**src/hdl/pmbaw_params.svh**
```systemverilog
// Purpose: constants for the command-level addressing and write guard
// Assumes: 100 MHz i_clock, byte-wide command data
// Notes: offsets are command codes
`ifndef PMBAW_PARAMS_SVH
`define PMBAW_PARAMS_SVH
`define PMBAW_CMD_PAGE 8'h00
`define PMBAW_CMD_OPERATION 8'h01
`define PMBAW_CMD_ON_OFF 8'h02
`define PMBAW_CMD_CLEAR_FAULTS 8'h03
`define PMBAW_CMD_WP 8'h10
`define PMBAW_CMD_STORE_ALL 8'h15
`define PMBAW_CMD_VOUT 8'h21
`define PMBAW_CMD_STATUS_LO 8'h78
`define PMBAW_CMD_STATUS_HI 8'h80
`define PMBAW_CMD_EE_UNLOCK 8'hBD
`define PMBAW_CMD_PEAK_CLR 8'hE3
`define PMBAW_CMD_CHAN_OPT 8'hD0
`define PMBAW_CMD_SHARED_OPT 8'hD1
`define PMBAW_CMD_CHAN_ADDR 8'hD8
`define PMBAW_CMD_DEV_ADDR 8'hE6
`define PMBAW_CMD_RAIL_ADDR 8'hFA
`define PMBAW_PAGE_CH0 8'h00
`define PMBAW_PAGE_CH1 8'h01
`define PMBAW_PAGE_ALL 8'hFF
`define PMBAW_WP_ALL 8'h80
`define PMBAW_WP_CTRL 8'h40
`define PMBAW_WP_VOUT 8'h20
`define PMBAW_WP_NONE 8'h00
`define PMBAW_ADDR_OFF 8'h80
`define PMBAW_GLOBAL_A 7'h5A
`define PMBAW_GLOBAL_B 7'h5B
`define PMBAW_RST_PAGE 8'h00
`define PMBAW_RST_WP 8'h00
`define PMBAW_RST_CHAN_OPT 8'h1F
`define PMBAW_RST_SHARED_OPT 8'h09
`define PMBAW_RST_CHAN_ADDR 8'h80
`define PMBAW_RST_DEV_ADDR 8'h4F
`define PMBAW_RST_RAIL_ADDR 8'h80
`define PMBAW_OPT_RUN_LOW_DIS 4
`define PMBAW_OPT_SHORT_CYCLE 3
`define PMBAW_OPT_SHARE_CLK 2
`define PMBAW_OPT_NO_GPIO_ALERT 1
`define PMBAW_OPT_NO_DECAY 0
`define PMBAW_SHR_IGNORE_RCFG 6
`define PMBAW_CLK_MHZ 100
`define PMBAW_MINIMUM_OFF_TIME_MS 120
`define PMBAW_MINIMUM_OFF_TIME_CYC (`PMBAW_MINIMUM_OFF_TIME_MS * 1000 * `PMBAW_CLK_MHZ)
`endif

```
**src/hdl/pmbaw_pkg.sv**
```systemverilog
// Purpose: types for the addressing and write guard block
// Assumes: constants live in pmbaw_params.svh
// Notes: none
package pmbaw_pkg;
  typedef struct packed {
    logic valid;
    logic write;
    logic [7:0] code;
    logic [7:0] data;
    logic use_mask;
    logic [1:0] ch_mask;
  } pmbaw_req_t;
  typedef struct packed {
    logic valid;
    logic ack;
    logic [7:0] rdata;
  } pmbaw_rsp_t;
  typedef struct packed {
    logic valid;
    logic write;
    logic [7:0] code;
    logic [7:0] data;
    logic [1:0] ch_mask;
  } pmbaw_fwd_t;
  typedef struct packed {
    logic valid;
    logic dev;
    logic global_hit;
    logic rail;
    logic [1:0] ch_mask;
  } pmbaw_hit_t;
  typedef struct packed {
    logic valid;
    logic [6:0] addr;
  } pmbaw_ara_t;
  typedef enum logic [1:0] {
    PMBAW_SC_IDLE = 2'b00,
    PMBAW_SC_WAIT = 2'b01
  } pmbaw_sc_t;
endpackage

```
**src/hdl/pmbaw_guard.sv**
```systemverilog
// Purpose: channel select, write lock, slave addressing and channel options
// Assumes: framing, PEC and stretching are done by the bus layer
// Notes: all pins pass a two-stage synchroniser
`timescale 1ns/1ps
`include "pmbaw_params.svh"
module pmbaw_guard #(
  parameter int MINIMUM_OFF_TIME_CYC = `PMBAW_MINIMUM_OFF_TIME_CYC
) (
  input wire logic i_clock,
  input wire logic i_rst,
  input wire pmbaw_pkg::pmbaw_req_t i_req,
  input wire logic i_addr_valid,
  input wire logic [6:0] i_addr,
  input wire logic i_ara_query,
  input wire logic [1:0] i_chan_alert,
  input wire logic i_rail_rd_mismatch,
  input wire logic [1:0] i_off_cmd,
  input wire logic [1:0] i_on_cmd,
  input wire logic [1:0] i_in_toff,
  input wire logic i_wp_pin,
  input wire logic i_address_select_pin_lsb,
  input wire logic i_address_select_pin_open,
  input wire logic [5:0] i_strap_addr,
  input wire logic i_share_clk,
  input wire logic [1:0] i_gpio_low,
  input wire logic [1:0] i_vout_above,
  output pmbaw_pkg::pmbaw_rsp_t o_rsp,
  output pmbaw_pkg::pmbaw_fwd_t o_fwd,
  output pmbaw_pkg::pmbaw_hit_t o_hit,
  output pmbaw_pkg::pmbaw_ara_t o_ara,
  output logic o_comm_fault,
  output logic [1:0] o_run_low_pulse,
  output logic [1:0] o_force_off,
  output logic [1:0] o_turn_on,
  output logic [1:0] o_out_enable,
  output logic [1:0] o_alert_pull,
  output logic [1:0] o_retry_hold
);
  localparam int PW = 14;
  localparam int CW = 24;
  localparam logic [CW-1:0] TOFF_LAST = CW'(MINIMUM_OFF_TIME_CYC - 1);

  // pin synchroniser; stage one feeds stage two only
  logic [PW-1:0] pin_meta_ff;
  logic [PW-1:0] pin_ff;
  always_ff @(posedge i_clock) begin
    if (i_rst) begin
      pin_meta_ff <= '0;
      pin_ff <= '0;
    end else begin
      pin_meta_ff <= {i_wp_pin, i_address_select_pin_lsb, i_address_select_pin_open, i_strap_addr, i_share_clk, i_gpio_low, i_vout_above};
      pin_ff <= pin_meta_ff;
    end
  end
  wire logic wp_pin = pin_ff[13];
  wire logic address_select_pin_lsb = pin_ff[12];
  wire logic address_select_pin_open = pin_ff[11];
  wire logic [5:0] strap_hi = pin_ff[10:5];
  wire logic share_clk = pin_ff[4];
  wire logic [1:0] gpio_low = pin_ff[3:2];
  wire logic [1:0] vout_above = pin_ff[1:0];

  logic [7:0] page_ff;
  logic [7:0] wp_ff;
  logic [7:0] shared_ff;
  logic [7:0] dev_addr_ff;
  logic [7:0] chan_opt_ff [2];
  logic [7:0] chan_addr_ff [2];
  logic [7:0] rail_addr_ff [2];

  // channel selection
  wire logic [1:0] page_mask =
    (page_ff == `PMBAW_PAGE_CH0) ? 2'h1 :
    (page_ff == `PMBAW_PAGE_CH1) ? 2'h2 :
    (page_ff == `PMBAW_PAGE_ALL) ? 2'h3 : 2'h0;
  wire logic [1:0] sel_mask = i_req.use_mask ? i_req.ch_mask : page_mask;
  wire logic rd_ch = ~sel_mask[0] & sel_mask[1];
  wire logic [7:0] code = i_req.code;
  wire logic [7:0] data = i_req.data;
  wire logic is_paged_local = (code == `PMBAW_CMD_CHAN_OPT) || (code == `PMBAW_CMD_CHAN_ADDR) ||
                              (code == `PMBAW_CMD_RAIL_ADDR);
  wire logic is_local = is_paged_local || (code == `PMBAW_CMD_PAGE) || (code == `PMBAW_CMD_WP) ||
                        (code == `PMBAW_CMD_SHARED_OPT) || (code == `PMBAW_CMD_DEV_ADDR);

  // write lock classes
  wire logic c_wp = code == `PMBAW_CMD_WP;
  wire logic c_page = code == `PMBAW_CMD_PAGE;
  wire logic c_unlock = code == `PMBAW_CMD_EE_UNLOCK;
  wire logic c_store = code == `PMBAW_CMD_STORE_ALL;
  wire logic c_peak = code == `PMBAW_CMD_PEAK_CLR;
  wire logic c_oper = code == `PMBAW_CMD_OPERATION;
  wire logic c_clrf = code == `PMBAW_CMD_CLEAR_FAULTS;
  wire logic c_stat = (code >= `PMBAW_CMD_STATUS_LO) && (code <= `PMBAW_CMD_STATUS_HI);
  wire logic c_vout = (code == `PMBAW_CMD_ON_OFF) || (code == `PMBAW_CMD_VOUT);
  wire logic ok_lvl80 = c_wp | c_page | c_unlock | c_store;
  wire logic ok_lvl40 = ok_lvl80 | c_peak | c_oper | c_clrf | c_stat;
  wire logic ok_lvl20 = ok_lvl40 | c_vout;
  wire logic ok_pin = c_page | c_oper | c_peak | c_unlock | c_clrf | c_stat;
  wire logic ok_reg =
    (wp_ff == `PMBAW_WP_ALL) ? ok_lvl80 :
    (wp_ff == `PMBAW_WP_CTRL) ? ok_lvl40 :
    (wp_ff == `PMBAW_WP_VOUT) ? ok_lvl20 : 1'b1;
  // pin governs unless register sits at the strictest level
  wire logic lock_ok = (wp_pin && (wp_ff != `PMBAW_WP_ALL)) ? ok_pin : ok_reg;

  wire logic addr_val_ok = ~data[7] || (data == `PMBAW_ADDR_OFF);
  wire logic wp_val_ok = (data == `PMBAW_WP_ALL) || (data == `PMBAW_WP_CTRL) ||
                         (data == `PMBAW_WP_VOUT) || (data == `PMBAW_WP_NONE);
  wire logic val_ok = c_wp ? wp_val_ok :
                      ((code == `PMBAW_CMD_DEV_ADDR) || (code == `PMBAW_CMD_CHAN_ADDR) ||
                       (code == `PMBAW_CMD_RAIL_ADDR)) ? addr_val_ok : 1'b1;
  wire logic page_bad = is_paged_local && (sel_mask == 2'h0);
  wire logic wr_acc = i_req.valid && i_req.write && lock_ok && val_ok && !page_bad;
  wire logic rd_acc = i_req.valid && !i_req.write && is_local && !page_bad;
  wire logic wr_local = wr_acc && is_local;
  wire logic clr_faults = wr_acc && c_clrf;

  wire logic [7:0] rd_data =
    c_page ? page_ff :
    c_wp ? wp_ff :
    (code == `PMBAW_CMD_SHARED_OPT) ? shared_ff :
    (code == `PMBAW_CMD_DEV_ADDR) ? dev_addr_ff :
    (code == `PMBAW_CMD_CHAN_OPT) ? chan_opt_ff[rd_ch] :
    (code == `PMBAW_CMD_CHAN_ADDR) ? chan_addr_ff[rd_ch] :
    (code == `PMBAW_CMD_RAIL_ADDR) ? rail_addr_ff[rd_ch] : 8'h00;

  // register file; page 0xFF writes land in both channels
  always_ff @(posedge i_clock) begin
    if (i_rst) begin
      page_ff <= `PMBAW_RST_PAGE;
      wp_ff <= `PMBAW_RST_WP;
      shared_ff <= `PMBAW_RST_SHARED_OPT;
      dev_addr_ff <= `PMBAW_RST_DEV_ADDR;
      for (int c = 0; c < 2; c++) begin
        chan_opt_ff[c] <= `PMBAW_RST_CHAN_OPT;
        chan_addr_ff[c] <= `PMBAW_RST_CHAN_ADDR;
        rail_addr_ff[c] <= `PMBAW_RST_RAIL_ADDR;
      end
    end else if (wr_local) begin
      if (c_page) page_ff <= data;
      if (c_wp) wp_ff <= data;
      if (code == `PMBAW_CMD_SHARED_OPT) shared_ff <= data;
      if (code == `PMBAW_CMD_DEV_ADDR) dev_addr_ff <= data;
      for (int c = 0; c < 2; c++) begin
        if (sel_mask[c] && code == `PMBAW_CMD_CHAN_OPT) chan_opt_ff[c] <= data;
        if (sel_mask[c] && code == `PMBAW_CMD_CHAN_ADDR) chan_addr_ff[c] <= data;
        if (sel_mask[c] && code == `PMBAW_CMD_RAIL_ADDR) rail_addr_ff[c] <= data;
      end
    end
  end

  // command answer and forwarding of commands held elsewhere
  pmbaw_pkg::pmbaw_rsp_t rsp_ff;
  pmbaw_pkg::pmbaw_fwd_t fwd_ff;
  wire logic fwd_go = i_req.valid && !is_local && (i_req.write ? wr_acc : 1'b1);
  always_ff @(posedge i_clock) begin
    if (i_rst) begin
      rsp_ff <= '0;
      fwd_ff <= '0;
    end else begin
      rsp_ff <= '{valid: i_req.valid, ack: wr_acc | rd_acc, rdata: rd_acc ? rd_data : 8'h00};
      fwd_ff <= '{valid: fwd_go, write: i_req.write, code: code, data: data, ch_mask: sel_mask};
    end
  end

  // slave address selection; address_select_pin pin sets lsb unless left open
  wire logic ign_rcfg = shared_ff[`PMBAW_SHR_IGNORE_RCFG];
  wire logic [6:0] dev_eff =
    address_select_pin_open ? dev_addr_ff[6:0] :
    ign_rcfg ? {dev_addr_ff[6:1], address_select_pin_lsb} : {strap_hi, address_select_pin_lsb};
  wire logic dev_on = dev_addr_ff != `PMBAW_ADDR_OFF;
  logic [1:0] chan_hit;
  logic [1:0] rail_hit;
  always_comb begin
    for (int c = 0; c < 2; c++) begin
      chan_hit[c] = (chan_addr_ff[c] != `PMBAW_ADDR_OFF) && (chan_addr_ff[c][6:0] == i_addr);
      rail_hit[c] = (rail_addr_ff[c] != `PMBAW_ADDR_OFF) && (rail_addr_ff[c][6:0] == i_addr);
    end
  end
  pmbaw_pkg::pmbaw_hit_t hit_ff;
  always_ff @(posedge i_clock) begin
    if (i_rst) begin
      hit_ff <= '0;
    end else begin
      hit_ff.valid <= i_addr_valid;
      hit_ff.dev <= i_addr_valid && dev_on && (i_addr == dev_eff);
      hit_ff.global_hit <= i_addr_valid && ((i_addr == `PMBAW_GLOBAL_A) || (i_addr == `PMBAW_GLOBAL_B));
      hit_ff.rail <= i_addr_valid && (rail_hit != 2'h0);
      hit_ff.ch_mask <= i_addr_valid ? (chan_hit | rail_hit) : 2'h0;
    end
  end

  // alert response: channel 0 takes priority over channel 1
  wire logic ara_c0 = i_chan_alert[0] && (chan_addr_ff[0] != `PMBAW_ADDR_OFF);
  wire logic ara_c1 = i_chan_alert[1] && (chan_addr_ff[1] != `PMBAW_ADDR_OFF);
  wire logic [6:0] ara_addr = ara_c0 ? chan_addr_ff[0][6:0] : ara_c1 ? chan_addr_ff[1][6:0] : dev_eff;
  pmbaw_pkg::pmbaw_ara_t ara_ff;
  logic comm_fault_ff;
  always_ff @(posedge i_clock) begin
    if (i_rst) begin
      ara_ff <= '0;
      comm_fault_ff <= 1'b0;
    end else begin
      ara_ff <= '{valid: i_ara_query, addr: i_ara_query ? ara_addr : 7'h00};
      // a mismatch in the clearing cycle still latches
      comm_fault_ff <= i_rail_rd_mismatch | (comm_fault_ff & ~clr_faults);
    end
  end

  // per-channel option effects and short-cycle timer
  pmbaw_pkg::pmbaw_sc_t sc_ff [2];
  pmbaw_pkg::pmbaw_sc_t nxt_sc [2];
  logic [CW-1:0] sc_cnt_ff [2];
  logic [CW-1:0] nxt_sc_cnt [2];
  logic [1:0] nxt_force;
  logic [1:0] nxt_on;
  always_comb begin
    for (int c = 0; c < 2; c++) begin
      nxt_sc[c] = sc_ff[c];
      nxt_sc_cnt[c] = sc_cnt_ff[c];
      nxt_force[c] = 1'b0;
      nxt_on[c] = 1'b0;
      case (sc_ff[c])
        pmbaw_pkg::PMBAW_SC_IDLE: begin
          if (chan_opt_ff[c][`PMBAW_OPT_SHORT_CYCLE] && i_on_cmd[c] && i_in_toff[c]) begin
            nxt_force[c] = 1'b1;
            nxt_sc[c] = pmbaw_pkg::PMBAW_SC_WAIT;
            nxt_sc_cnt[c] = TOFF_LAST;
          end
        end
        pmbaw_pkg::PMBAW_SC_WAIT: begin
          if (sc_cnt_ff[c] == '0) begin
            nxt_on[c] = 1'b1;
            nxt_sc[c] = pmbaw_pkg::PMBAW_SC_IDLE;
          end else begin
            nxt_sc_cnt[c] = sc_cnt_ff[c] - 1'b1;
          end
        end
        default: nxt_sc[c] = pmbaw_pkg::PMBAW_SC_IDLE;
      endcase
    end
  end

  logic [1:0] run_low_ff;
  logic [1:0] force_ff;
  logic [1:0] on_ff;
  logic [1:0] out_en_ff;
  logic [1:0] alert_ff;
  logic [1:0] retry_ff;
  always_ff @(posedge i_clock) begin
    if (i_rst) begin
      for (int c = 0; c < 2; c++) begin
        sc_ff[c] <= pmbaw_pkg::PMBAW_SC_IDLE;
        sc_cnt_ff[c] <= '0;
      end
      run_low_ff <= 2'h0;
      force_ff <= 2'h0;
      on_ff <= 2'h0;
      out_en_ff <= 2'h0;
      alert_ff <= 2'h0;
      retry_ff <= 2'h0;
    end else begin
      for (int c = 0; c < 2; c++) begin
        sc_ff[c] <= nxt_sc[c];
        sc_cnt_ff[c] <= nxt_sc_cnt[c];
        run_low_ff[c] <= i_off_cmd[c] && !chan_opt_ff[c][`PMBAW_OPT_RUN_LOW_DIS];
        out_en_ff[c] <= !(chan_opt_ff[c][`PMBAW_OPT_SHARE_CLK] && !share_clk);
        alert_ff[c] <= gpio_low[c] && !chan_opt_ff[c][`PMBAW_OPT_NO_GPIO_ALERT];
        retry_ff[c] <= !chan_opt_ff[c][`PMBAW_OPT_NO_DECAY] && vout_above[c];
      end
      force_ff <= nxt_force;
      on_ff <= nxt_on;
    end
  end

  assign o_rsp = rsp_ff;
  assign o_fwd = fwd_ff;
  assign o_hit = hit_ff;
  assign o_ara = ara_ff;
  assign o_comm_fault = comm_fault_ff;
  assign o_run_low_pulse = run_low_ff;
  assign o_force_off = force_ff;
  assign o_turn_on = on_ff;
  assign o_out_enable = out_en_ff;
  assign o_alert_pull = alert_ff;
  assign o_retry_hold = retry_ff;

  // checks
  lvl80_block_a: assert property (@(posedge i_clock) disable iff (i_rst)
    (i_req.valid && i_req.write && wp_ff == 8'h80 && code == 8'h01) |=> (o_rsp.valid && !o_rsp.ack))
    else $error("operation write taken at lock level 0x80");
  lvl40_vout_a: assert property (@(posedge i_clock) disable iff (i_rst)
    (i_req.valid && i_req.write && wp_ff == 8'h40 && !wp_pin && code == 8'h21) |=> !o_rsp.ack)
    else $error("voltage write taken at lock level 0x40");
  lvl20_vout_a: assert property (@(posedge i_clock) disable iff (i_rst)
    (i_req.valid && i_req.write && wp_ff == 8'h20 && !wp_pin && code == 8'h21) |=> (o_rsp.ack && o_fwd.valid))
    else $error("voltage write refused at lock level 0x20");
  status_clear_a: assert property (@(posedge i_clock) disable iff (i_rst)
    (i_req.valid && i_req.write && wp_ff == 8'h40 && code == 8'h7B) |=> o_rsp.ack)
    else $error("status clear refused under lock");
  pin_lock_a: assert property (@(posedge i_clock) disable iff (i_rst)
    (i_req.valid && i_req.write && wp_pin && wp_ff != 8'h80 && code == 8'h10) |=> !o_rsp.ack)
    else $error("lock register written while pin high");
  // register at the strictest level outranks the pin
  reg_strict_a: assert property (@(posedge i_clock) disable iff (i_rst)
    (i_req.valid && i_req.write && wp_pin && wp_ff == 8'h80 && code == 8'h10) |=> o_rsp.ack)
    else $error("lock register refused at strictest level with pin high");
  lvl00_open_a: assert property (@(posedge i_clock) disable iff (i_rst)
    (i_req.valid && i_req.write && wp_ff == 8'h00 && !wp_pin && code == 8'h21) |=> o_rsp.ack)
    else $error("write refused with lock cleared");
  page_read_a: assert property (@(posedge i_clock) disable iff (i_rst)
    (i_req.valid && !i_req.write && !i_req.use_mask && page_ff == 8'hFF && code == 8'hD0)
    |=> (o_rsp.ack && o_rsp.rdata == $past(chan_opt_ff[0])))
    else $error("broadcast read not taken from channel 0");
  rail_off_a: assert property (@(posedge i_clock) disable iff (i_rst)
    (i_addr_valid && rail_addr_ff[0] == 8'h80 && rail_addr_ff[1] == 8'h80) |=> !o_hit.rail)
    else $error("disabled rail address answered");
  ara_chan_a: assert property (@(posedge i_clock) disable iff (i_rst)
    (i_ara_query && i_chan_alert == 2'h1 && chan_addr_ff[0] != 8'h80)
    |=> (o_ara.valid && o_ara.addr == $past(chan_addr_ff[0][6:0])))
    else $error("alert query did not report channel address");
  page_all_a: assert property (@(posedge i_clock) disable iff (i_rst)
    (i_req.valid && !i_req.use_mask && i_req.write && page_ff == 8'hFF && code == 8'hD0 && wr_acc)
    |=> (chan_opt_ff[0] == $past(data) && chan_opt_ff[1] == $past(data)))
    else $error("broadcast write missed a channel");
  dev_off_a: assert property (@(posedge i_clock) disable iff (i_rst)
    (dev_addr_ff == 8'h80 && i_addr_valid) |=> !o_hit.dev)
    else $error("disabled device address answered");
  global_hit_a: assert property (@(posedge i_clock) disable iff (i_rst)
    (i_addr_valid && i_addr == 7'h5B) |=> o_hit.global_hit)
    else $error("global address missed");
  fault_sticky_a: assert property (@(posedge i_clock) disable iff (i_rst)
    i_rail_rd_mismatch |=> o_comm_fault ##1 (o_comm_fault || $past(clr_faults)))
    else $error("rail contention fault not held");
  run_low_a: assert property (@(posedge i_clock) disable iff (i_rst)
    (i_off_cmd[0] && chan_opt_ff[0][4]) |=> !o_run_low_pulse[0])
    else $error("run pulsed low though disabled");
  short_cycle_a: assert property (@(posedge i_clock) disable iff (i_rst)
    o_force_off[0] |-> (!o_turn_on[0] ##1 (sc_ff[0] == pmbaw_pkg::PMBAW_SC_WAIT)))
    else $error("short cycle did not wait");
  wait_end_a: assert property (@(posedge i_clock) disable iff (i_rst)
    (sc_ff[0] == pmbaw_pkg::PMBAW_SC_WAIT && sc_cnt_ff[0] == '0) |=> (o_turn_on[0] && sc_ff[0] == pmbaw_pkg::PMBAW_SC_IDLE))
    else $error("turn on not issued after minimum off time");
  cov_pin_lock_c: cover property (@(posedge i_clock) disable iff (i_rst) wp_pin && i_req.valid && i_req.write);
  cov_ara_c: cover property (@(posedge i_clock) disable iff (i_rst) i_ara_query && ara_c1);
  cov_short_c: cover property (@(posedge i_clock) disable iff (i_rst) o_turn_on[1]);
  cov_page_all_c: cover property (@(posedge i_clock) disable iff (i_rst) wr_local && page_ff == 8'hFF);
endmodule

```
**config.mk**
```make
export PLATFORM = sky130hd
export DESIGN_NAME = pmbaw_guard
export DESIGN_NICKNAME = d
export VERILOG_FILES = /design/src/hdl/pmbaw_pkg.sv /design/src/hdl/pmbaw_guard.sv
export VERILOG_INCLUDE_DIRS = /design/src /design/src/hdl
export SDC_FILE = /design/constraint.sdc
export NUM_CORES = 1
export LEC_CHECK = 0
export ABC_AREA = 1
export BUFFER_PORTS_ARGS = -buffer_cell sky130_fd_sc_hd__buf_2
export CORE_MARGIN = 2
export CORE_UTILIZATION = 50
export DETAILED_ROUTE_END_ITERATION = 8
export MAX_ROUTING_LAYER = met4
export PLACE_DENSITY = 0.78
export SLEW_MARGIN = 20
export SYNTH_ARGS = -nofsm -noshare
export SYNTH_HDL_FRONTEND = slang
export SYNTH_SLANG_ARGS = --single-unit
```
**constraint.sdc**
```tcl
create_clock -name i_clock -period 3.2 [get_ports i_clock]
set_input_delay 0.64 -clock i_clock [delete_from_list [all_inputs] [get_ports i_clock]]
set_output_delay 0.64 -clock i_clock [all_outputs]
set_load 0.1 [all_outputs]
```
==> results.json, run 1 <==
{
  "status": "finished, final reports clean",
  "die-height_um": 146.5,
  "fin_hold_viols": 0,
  "die_area_um2": 21450,
  "worstSetupStartpointType": "flip-flop",
  "cts_htree_levels": 1,
  "cts.root.buffer_cell": "sky130_fd_sc_hd__clkbuf_16",
  "multiInputGateArea_um2": 4394,
  "filler_cell_count": 1846,
  "cts.reportedPaths.clkPinSlew_ps": 60,
  "achievable_clock_frequency_ghz": 0.3830,
  "clk_path_buf_depth": 3,
  "final-seq-area_um2": 4785,
  "critical_path_peak_fanout": 8,
  "total_congestion_overflow": 0,
  "ys_top_cells_by_area": "sky130_fd_sc_hd__dfxtp_1 33%, sky130_fd_sc_hd__edfxtp_1 14%, sky130_fd_sc_hd__nand2_1 10%",
  "mappedNetlistArea_um2": 10150,
  "synth-main-ff-cell": "sky130_fd_sc_hd__dfxtp_1",
  "clock_insertion_delay_worst_skew_ps": 510,
  "timing.final.max_slew_violations": 0,
  "worst-slew-pin-transition_ps": 588.3,
  "initial_utilization_pct": 50.47,
  "hold_path.class": "input pin to flip-flop",
  "synth.largest_area_cell": "sky130_fd_sc_hd__dfxtp_1",
  "wl_cell_um": 15.64,
  "slew_headroom_pct": 60.42,
  "globalplace.congestion": 0.9835,
  "detailed_place_hpwl_mm": 20.40,
  "most_frequent_cells_after_synthesis": "277 x sky130_fd_sc_hd__nand2_1, 230 x sky130_fd_sc_hd__nor2_1, 199 x sky130_fd_sc_hd__inv_1",
  "ir_drop_v": 0.0004718,
  "ios": 112,
  "non_filler_cells_in_the_finished_layout": 1775,
  "cts_inserted_buffers": 22,
  "fraction_of_registers_with_async_set_reset_pct": 0,
  "ctsHoldBuffers": 0,
  "drv.max_cap_violation_count": 0,
  "via_per_inst": 5.300,
  "area.growth.synth_to_final_pct": 16.52,
  "gr-usage-all-layers_pct": 26.36,
  "power_density_nw_per_um2": 563.0,
  "synthDistinctLibCells": 46,
  "synth-edff-count": 48,
  "die_width_um": 146.5,
  "portBuffers": 111,
  "insertedDiodeCount": 0,
  "cts.repair.resized": 0,
  "grt_first_pass_wirelength_mm": 44.57,
  "rows": 52,
  "finalWirelength_mm": 27.77,
  "synth_top_cell_area_share_pct": 32.95,
  "totalNegativeSetupSlack_ps": 0,
  "power.leakage_uw": 0.005645,
  "maximum_number_of_pins_on_one_net_before_global_route_repair": 57,
  "detail_route.first_pass.iterations": 6,
  "clock_sinks": 215,
  "design.final.nets": 1546,
  "core_area_um2": 20100,
  "dr.first_iter.drc_count": 906,
  "timing.final.crit_share_pct": 81.60,
  "clock_skew_ps": 11.81,
  "antenna_found_initial": 0,
  "postCtsSetupBuffers": 0,
  "grt_pass1_vias": 8731,
  "cts_tree": "built",
  "finalSetupViolCount": 0,
  "endpoint_kind": "flip-flop",
  "finalHoldWorstSlack_ps": 335.9,
  "netlist_instances": 1375,
  "ys_seq_area_share_pct": 47.15,
  "crit_required_ps": 3410,
  "synth_seq_cells": 215,
  "synth_fp_nets": 1432,
  "route.vias.total": 9407,
  "worstPathArrival_ps": 2820,
  "critical_path_class": "flip-flop to flip-flop",
  "ys.warnings.count": 0,
  "drtAntennaViolNets": 0,
  "rsz0062_at_grt": "no",
  "finalCriticalPeriod_ps": 2611,
  "drc_violations": 0,
  "dpl.cell_count": 1735,
  "drive_gt1_share_pct": 13.89,
  "yosysMostFrequentCell": "sky130_fd_sc_hd__nand2_1",
  "synth_area_per_cell_um2": 7.380
}
-- worst max-delay path: stages, from the launching register on --
cell and delay (ps):
sky130_fd_sc_hd__dfxtp_1 320, sky130_fd_sc_hd__inv_1 120, sky130_fd_sc_hd__nand2_1 70, sky130_fd_sc_hd__nor2_1 160, sky130_fd_sc_hd__nand2_1 70, sky130_fd_sc_hd__nand3_1 70
sky130_fd_sc_hd__nand2_1 230, sky130_fd_sc_hd__nand3_1 230, sky130_fd_sc_hd__nand2_1 110, sky130_fd_sc_hd__nor2_4 160, sky130_fd_sc_hd__nand2_4 90, sky130_fd_sc_hd__nor2_8 200
sky130_fd_sc_hd__nand2_1 110, sky130_fd_sc_hd__o21ai_1 150, sky130_fd_sc_hd__buf_4 210
-- power breakdown --
part	leakage (µW)	internal [µW]	switching, µW
sequential	0.00181	2880	80.5
clock	0.000386	1690	1060
combinational	0.00345	265	682
total	0.00565	4840	1820
-- flip-flops by register name, summed over array words and instances (netlist names), 10 cells and up --
name / count
chan_opt_ff: 16
sc_cnt_ff: 48
o_fwd: 20
pin_ff: 14
chan_addr_ff: 16
rail_addr_ff: 16
pin_meta_ff: 14
o_rsp: 10
-- layout by cell type, fill, tap and decap left out, types with 10 or more instances in the layout --
cell                        count
sky130_fd_sc_hd__nand2_1      277
sky130_fd_sc_hd__nor2_1       230
sky130_fd_sc_hd__inv_1        199
sky130_fd_sc_hd__dfxtp_1      167
sky130_fd_sc_hd__buf_2        110
sky130_fd_sc_hd__a21oi_1       82
sky130_fd_sc_hd__nand3_1       80
sky130_fd_sc_hd__nand4_1       57
sky130_fd_sc_hd__edfxtp_1      48
sky130_fd_sc_hd__o21ai_0       39
sky130_fd_sc_hd__xor2_1        28
sky130_fd_sc_hd__buf_4         24
sky130_fd_sc_hd__clkbuf_16     23
sky130_fd_sc_hd__nor3_1        20
sky130_fd_sc_hd__a31oi_1       11
sky130_fd_sc_hd__nor4_1        10
-- layer usage --
layer / track usage [%] / up-vias / part of all wire, %
met5: - / - / 0
met2: 41.53 / 428 / 45
met4: 8.981 / 0 / 3.3
met1: 34.63 / 4251 / 43
met3: 4.469 / 73 / 8.5
li1: - / 4655 / -
-- layout make-up --
| cell class | count | share of cell area, % |
|---|---|---|
| Sequential cell | 215 | 40.47 |
| Multi-Input combinational cell | 910 | 37.16 |
| Inverter | 205 | 6.508 |
| Timing Repair Buffer | 135 | 6.349 |
| Clock inverter | 7 | 0.9630 |
| Clock buffer | 33 | 5.693 |
| Tap cell | 270 | 2.857 |
-- cell families (layout without fill, tap and decap cells) --
group	after synthesis	after routing	synth area share, %
simple gates	713	713	31.21
buf+inv	250	380	9.544
flops	215	215	47.15
compound gates	155	155	8.323
xor+xnor	36	36	3.107
mux	4	4	0.4192
fa+ha+maj	2	2	0.2466
-- metrics by stage --
step           worst slack [ps]  cell area (µm²)  power [µW]  util, %
2_1_floorplan             342.2            10150        3700        -
3_3_place_gp              353.9            11040        3934    54.90
3_5_place_dp              266.5            11040        3947    54.90
4_1_cts                   638.6            11820        6677    58.81
5_1_grt                   408.7            11820        6902    58.81
6_report                  588.8            11820        6657    58.81
-- final timing paths --
path	to	slack (ps)	from	depth (start not counted)
worst max-delay path	chan_opt_ff[0][0]$_DFFE_PP_	590	page_ff[6]$_SDFFE_PP0P_	14
worst min-delay path	pin_meta_ff[5]$_SDFF_PP0_	340	i_strap_addr[0]	3
worst max register to register	chan_opt_ff[0][0]$_DFFE_PP_	590	page_ff[6]$_SDFFE_PP0P_	14
worst min register to register	pin_ff[11]$_SDFF_PP0_	400	pin_meta_ff[11]$_SDFF_PP0_	2
Note: power is estimated with default switching activity, not from simulation.
==> run 2, diff against run 1 <==
--- a/config.mk
+++ b/config.mk
@@ -12,7 +12,7 @@
 export CORE_UTILIZATION = 50
 export DETAILED_ROUTE_END_ITERATION = 8
 export MAX_ROUTING_LAYER = met4
-export PLACE_DENSITY = 0.78
+export PLACE_DENSITY = 0.8
 export SLEW_MARGIN = 20
 export SYNTH_ARGS = -nofsm -noshare
 export SYNTH_HDL_FRONTEND = slang
==> constraint.sdc (replaced) <==
create_clock -name i_clock -period 2.37 [get_ports i_clock]
set_input_delay 0.474 -clock i_clock [delete_from_list [all_inputs] [get_ports i_clock]]
set_output_delay 0.474 -clock i_clock [all_outputs]
set_load 0.1 [all_outputs]
==> run 2 against run 1 <==
  * Flip-flop and latch count unchanged
  * Register-to-register slack worse by 450 ps
  * Sequential share of layout area down 1.8 points
  * Die area unchanged
  * First-iteration DRC count down 3.0%
  * Maximum frequency up 17%
  * Worst setup slack worse by 450 ps
  * Combinational power up 41%
  * Global-route usage up 0.20 points
  * Final cell count up 3.2%
  * Worst hold slack worse by 180 ps
  * Critical endpoint is now chan_opt_ff[0][1]$_DFFE_PP_
  * Largest power group is now clock
  * Highest routed layer unchanged
==> results.json, run 2 (synthesized netlist as in run 1, its figures left out) <==
{
  "slew_headroom_pct": 62.32,
  "core_area_um2": 20100,
  "drive_gt1_share_pct": 17.68,
  "clk_path_buf_depth": 3,
  "timing.critical_path.from": "page_ff[5]$_SDFFE_PP0P_",
  "pre_cts_slack_ps": -148.8,
  "dr.first_iter.drc_count": 879,
  "ir_drop_v": 0.0006482,
  "detail_route.first_pass.iterations": 5,
  "gr-usage-all-layers_pct": 26.56,
  "wl_met2_mm": 12.94,
  "finalHoldWorstSlack_ps": 157.0,
  "via_per_inst": 5.276,
  "drv.max_cap_violation_count": 0,
  "status": "finished, final reports clean",
  "endpoint_kind": "flip-flop",
  "grt_first_pass_wirelength_mm": 44.92,
  "final_cell_mix": "276 x sky130_fd_sc_hd__nand2_1, 229 x sky130_fd_sc_hd__nor2_1, 199 x sky130_fd_sc_hd__inv_1",
  "clock_insertion_delay_worst_skew_ps": 520,
  "largest_reg_flops": 48,
  "timing.final.max_slew_violations": 0,
  "area.growth.synth_to_final_pct": 22.02,
  "globalplace.congestion": 0.9970,
  "cts_tree": "built",
  "finalCriticalPeriod_ps": 2234,
  "rows": 52,
  "design.final.nets": 1600,
  "total_congestion_overflow": 0,
  "clock_skew_ps": 8.867,
  "cts_inserted_buffers": 24,
  "ctsHoldBuffers": 0,
  "initial_utilization_pct": 50.47,
  "fin_hold_viols": 0,
  "final_core_util_pct": 61.59,
  "power.internal_uw": 6840,
  "routed_length_on_met1_mm": 11.80,
  "power.switching_fraction_pct": 27.45,
  "finalSetupViolCount": 0,
  "r2r-start": "page_ff[5]$_SDFFE_PP0P_",
  "power_frac_seq_pct": 42.4,
  "cts.root.buffer_cell": "sky130_fd_sc_hd__clkbuf_16",
  "worstPathArrival_ps": 2460,
  "largest-register": "sc_cnt_ff",
  "timing.final.crit_share_pct": 94.25,
  "power_density_nw_per_um2": 761.4,
  "ios": 112,
  "regToRegSetupSlack_ps": 140,
  "portBuffers": 111,
  "worst-slew-pin-transition_ps": 563.1,
  "hold_path.class": "input pin to flip-flop",
  "switchingPower_uw": 2588,
  "met3RoutedLength_mm": 2.217,
  "setup.worst_path.end": "chan_opt_ff[0][1]$_DFFE_PP_",
  "route.vias.total": 9665,
  "grt_pass1_vias": 9150,
  "die-height_um": 146.5,
  "timing.rr.end": "chan_opt_ff[0][1]$_DFFE_PP_",
  "drtAntennaViolNets": 0,
  "detailed_place_hpwl_mm": 20.72,
  "final_common_cell": "sky130_fd_sc_hd__nand2_1",
  "finalWorstSetupSlack_ps": 136.4,
  "drc_violations": 0,
  "critical_path_peak_fanout": 8,
  "clock_sinks": 215,
  "maximum_number_of_pins_on_one_net_before_global_route_repair": 103,
  "power.leakage_uw": 0.005959,
  "wl_cell_um": 15.31,
  "share_comb_of_total_power_pct": 14.2,
  "cts_htree_levels": 1,
  "crit_required_ps": 2590,
  "achievable_clock_frequency_ghz": 0.4477,
  "die_area_um2": 21450,
  "rsz0062_at_grt": "no",
  "die_width_um": 146.5,
  "pwr-share-clk_pct": 43.4,
  "finalWirelength_mm": 28.05,
  "antenna_found_initial": 1,
  "cts.reportedPaths.clkPinSlew_ps": 60,
  "worstSetupStartpointType": "flip-flop",
  "rr_worst_depth": 14,
  "postCtsSetupBuffers": 0,
  "critical_path_class": "flip-flop to flip-flop",
  "topRoutingLayerUsed": "met4"
}
-- run 2: power groups by stage --
| stage | Combinational [µW] | Sequential [µW] | Clock, µW |
|---|---|---|---|
| floorplan | 730 | 4270 | 0 |
| global placement | 1300 | 4070 | 0 |
| detailed placement | 1310 | 4080 | 0 |
| CTS | 1320 | 4000 | 4140 |
| global route | 1480 | 4020 | 4290 |
| finish | 1340 | 4000 | 4090 |
-- run 2: worst min-delay path by stage --
stage | start | to | slack [ps] | cells after the start
after floorplan | pin_meta_ff[0]$_SDFF_PP0_ | pin_ff[0]$_SDFF_PP0_ | 390 | 2
after CTS | i_vout_above[1] | pin_meta_ff[1]$_SDFF_PP0_ | 140 | 3
after global routing | i_wp_pin | pin_meta_ff[13]$_SDFF_PP0_ | 160 | 3
after global placement | pin_meta_ff[1]$_SDFF_PP0_ | pin_ff[1]$_SDFF_PP0_ | 390 | 2
after detailed placement | pin_meta_ff[0]$_SDFF_PP0_ | pin_ff[0]$_SDFF_PP0_ | 390 | 2
final | i_vout_above[1] | pin_meta_ff[1]$_SDFF_PP0_ | 160 | 3
-- run 2: per-layer routing --
metal | global-route usage (%) | vias to the layer above
met1 | 33.72 | 4422
met3 | 4.656 | 78
li1 | - | 4758
met2 | 42.62 | 407
met4 | 10.10 | 0
met5 | - | -
-- run 2: per-stage QoR --
step                instance area (µm²)  setup TNS (ps)  std cells  power, µW
global route                      12380               0       1832       9783
finish                            12380               0       1832       9428
CTS                               12360               0       1831       9460
global placement                  11470           -2586       1787       5372
floorplan                         10160           -2065       1375       4999
detailed placement                11470           -5255       1787       5387
-- run 2: worst max-delay path, cell delays in order, from the launching register on --
cell and delay [ps]:
sky130_fd_sc_hd__dfxtp_1 310, sky130_fd_sc_hd__inv_1 100, sky130_fd_sc_hd__nand2_1 80, sky130_fd_sc_hd__nor2_2 140, sky130_fd_sc_hd__nand2_1 70, sky130_fd_sc_hd__nand3_1 110
sky130_fd_sc_hd__nand2_4 110, sky130_fd_sc_hd__nand3_1 120, sky130_fd_sc_hd__nand2_1 90, sky130_fd_sc_hd__nor2_4 130, sky130_fd_sc_hd__nand2_4 80, sky130_fd_sc_hd__nor2_8 150
sky130_fd_sc_hd__nand2_1 120, sky130_fd_sc_hd__o21ai_1 140, sky130_fd_sc_hd__buf_4 190
-- run 2: area by class of cell --
class	instances	area (µm²)
fillers	1725	7722
flip-flops and latches	215	4785
multi-input cells	910	4432
repair buffers	187	1166
inverters	205	769.5
clock buffers	30	696.9
well taps	270	337.8
clock inverters	14	192.7
diodes	1	2.502
-- run 2: repair_timing --
action                     4_1_cts  5_1_grt
gates resized for setup          1        5
hold endpoints to repair         0        0
setup endpoints to repair        8       36
==> run 3, diff against run 2 <==
--- a/config.mk
+++ b/config.mk
@@ -13,6 +13,7 @@
 export DETAILED_ROUTE_END_ITERATION = 8
 export MAX_ROUTING_LAYER = met4
 export PLACE_DENSITY = 0.8
+export RECOVER_POWER = 50
 export SLEW_MARGIN = 20
 export SYNTH_ARGS = -nofsm -noshare
 export SYNTH_HDL_FRONTEND = slang
==> run 3 against run 2 <==
  * Clock skew decreased by 1.0 ps
  * Combinational power about the same
  * Maximum frequency down 0.46%
  * Non-clock buffer count did not move
  * Die area unchanged
  * First-iteration DRC count is 6.4% higher
  * Design area fell by 0.40%
  * Critical path type unchanged
  * Largest power group unchanged
==> results.json, run 3 (synthesized netlist as in run 1, its figures left out) <==
{
  "status": "finished, final reports clean",
  "timing.final.max_slew_violations": 0,
  "cts_tree": "built",
  "maximum_single_stage_delay_on_the_critical_path_ps": 310,
  "final_cell_area_um2": 12330,
  "fin_hold_viols": 0,
  "route.vias.total": 9659,
  "total_congestion_overflow": 0,
  "gr-usage-all-layers_pct": 26.56,
  "globalplace.congestion": 0.9970,
  "drive_gt1_share_pct": 16.98,
  "die_area_um2": 21450,
  "detailed_place_hpwl_mm": 20.72,
  "crit_required_ps": 2600,
  "grt_pass1_vias": 9150,
  "worst-slew-pin-transition_ps": 1155,
  "achievable_clock_frequency_ghz": 0.4457,
  "rsz0062_at_grt": "no",
  "power_uw": 9418,
  "crit_path_cell_trace": "inv_1, nand2_1, nor2_2, nand2_1, nand3_1, nand2_4, nand3_1, nand2_1, nor2_4, nand2_4, nor2_8, nand2_1, o21ai_1, buf_4",
  "detail_route.first_pass.iterations": 5,
  "rr_worst_depth": 14,
  "clk_path_buf_depth": 3,
  "cts.reportedPaths.clkPinSlew_ps": 60,
  "ir_drop_v": 0.0006461,
  "filler_cell_count": 1740,
  "drc_violations": 0,
  "drtAntennaViolNets": 0,
  "worstPathArrival_ps": 2470,
  "timing.rr.end": "chan_opt_ff[0][1]$_DFFE_PP_",
  "die_width_um": 146.5,
  "drv.max_cap_violation_count": 0,
  "critical_path_peak_fanout": 8,
  "design.final.nets": 1600,
  "slowest_stage": "sky130_fd_sc_hd__dfxtp_1",
  "r2r-start": "page_ff[5]$_SDFFE_PP0P_",
  "cts_inserted_buffers": 24,
  "total_cell_area_at_the_placement_stage_um2": 11470,
  "critical_path_class": "flip-flop to flip-flop",
  "wl_cell_um": 15.28,
  "dr.first_iter.drc_count": 935,
  "clock_sinks": 215,
  "hold_path.class": "input pin to flip-flop",
  "finalCriticalPeriod_ps": 2244,
  "finalSetupViolCount": 0,
  "largest-register": "sc_cnt_ff",
  "core_area_um2": 20100,
  "timing.hold.worst.start": "i_gpio_low[0]",
  "finalWirelength_mm": 27.99,
  "ios": 112,
  "power.leakage_uw": 0.005870,
  "rows": 52,
  "clock_skew_ps": 7.841,
  "die-height_um": 146.5,
  "endpoint_kind": "flip-flop",
  "via_per_inst": 5.272,
  "postCtsSetupBuffers": 0,
  "min_delay_path_depth": 3,
  "clock_insertion_delay_worst_skew_ps": 520,
  "antenna_found_initial": 1,
  "largest_reg_flops": 48,
  "regToRegSetupSlack_ps": 130,
  "ctsHoldBuffers": 0,
  "final_cell_mix": "276 x sky130_fd_sc_hd__nand2_1, 229 x sky130_fd_sc_hd__nor2_1, 199 x sky130_fd_sc_hd__inv_1",
  "cts_htree_levels": 1,
  "area.growth.synth_to_final_pct": 21.53,
  "cts.repair.resized": 1,
  "grt_first_pass_wirelength_mm": 44.92,
  "power_density_nw_per_um2": 763.7,
  "finalHoldWorstSlack_ps": 154.2,
  "cts.root.buffer_cell": "sky130_fd_sc_hd__clkbuf_16",
  "final_common_cell": "sky130_fd_sc_hd__nand2_1",
  "final_core_util_pct": 61.34,
  "timing.final.crit_share_pct": 94.68,
  "crit_path_frequent_cell": "sky130_fd_sc_hd__nand2_1",
  "portBuffers": 111,
  "final-seq-area_um2": 4785,
  "maximum_number_of_pins_on_one_net_before_global_route_repair": 103,
  "multiInputGateArea_um2": 4417,
  "slew_headroom_pct": 23.32,
  "worstSetupStartpointType": "flip-flop",
  "worstHoldEndpoint": "pin_meta_ff[2]$_SDFF_PP0_",
  "initial_utilization_pct": 50.47
}
[run 3: worst max-delay path: cells and delay by family, from the launching register on]
kind | cells | cell delay [ps]
AND/OR/NAND/NOR | 11 | 1200
buffers and inverters | 2 | 300
AO/OA/AOI/OAI | 1 | 140
flip-flops | 1 | 310
[run 3: power by group]
group	internal [µW]	leakage, µW	switching [µW]
Combinational	403	0.00363	921
Clock	2540	0.000429	1550
Sequential	3890	0.00181	116
Total	6830	0.00587	2590
[run 3: worst max-delay path by stage]
| stage | from | endpoint | slack (ps) | cells after the start |
|---|---|---|---|---|
| 2_1_floorplan | i_req[13] | chan_opt_ff[0][0]$_DFFE_PP_ | -130 | 13 |
| 3_3_place_gp | i_req[13] | chan_opt_ff[1][5]$_DFFE_PP_ | -60 | 16 |
| 3_5_place_dp | i_req[13] | chan_opt_ff[1][5]$_DFFE_PP_ | -150 | 16 |
| 4_1_cts | page_ff[5]$_SDFFE_PP0P_ | chan_opt_ff[1][1]$_DFFE_PP_ | 100 | 14 |
| 5_1_grt | sc_cnt_ff[0][24]$_SDFFE_PP0P_ | sc_cnt_ff[0][27]$_SDFFE_PP0P_ | 4 | 13 |
| 6_report | page_ff[5]$_SDFFE_PP0P_ | chan_opt_ff[0][1]$_DFFE_PP_ | 130 | 14 |
[run 3: per-layer routing]
layer | GRT usage (%) | vias up | wire (µm)
li1 | - | 4760 | -
met4 | 10.10 | 0 | 1082
met1 | 33.72 | 4412 | 11750
met5 | - | - | 0
met3 | 4.656 | 77 | 2206
met2 | 42.62 | 410 | 12950
[run 3: layout make-up]
class / instances / share of cell area, %
Timing Repair Buffer: 187 / 9.172
Clock inverter: 14 / 1.563
Antenna cell: 1 / 0.02029
Tap cell: 270 / 2.739
Multi-Input combinational cell: 910 / 35.82
Inverter: 205 / 6.240
Sequential cell: 215 / 38.80
Clock buffer: 30 / 5.651
[run 3: per-stage QoR]
stage                     setup WS [ps]  TNS, ps  cells
after floorplan                  -129.1    -2065   1375
after global placement           -63.98    -2586   1787
after detailed placement         -148.8    -5255   1787
after CTS                         101.7        0   1831
after global routing              4.361        0   1832
final                             126.1        0   1832
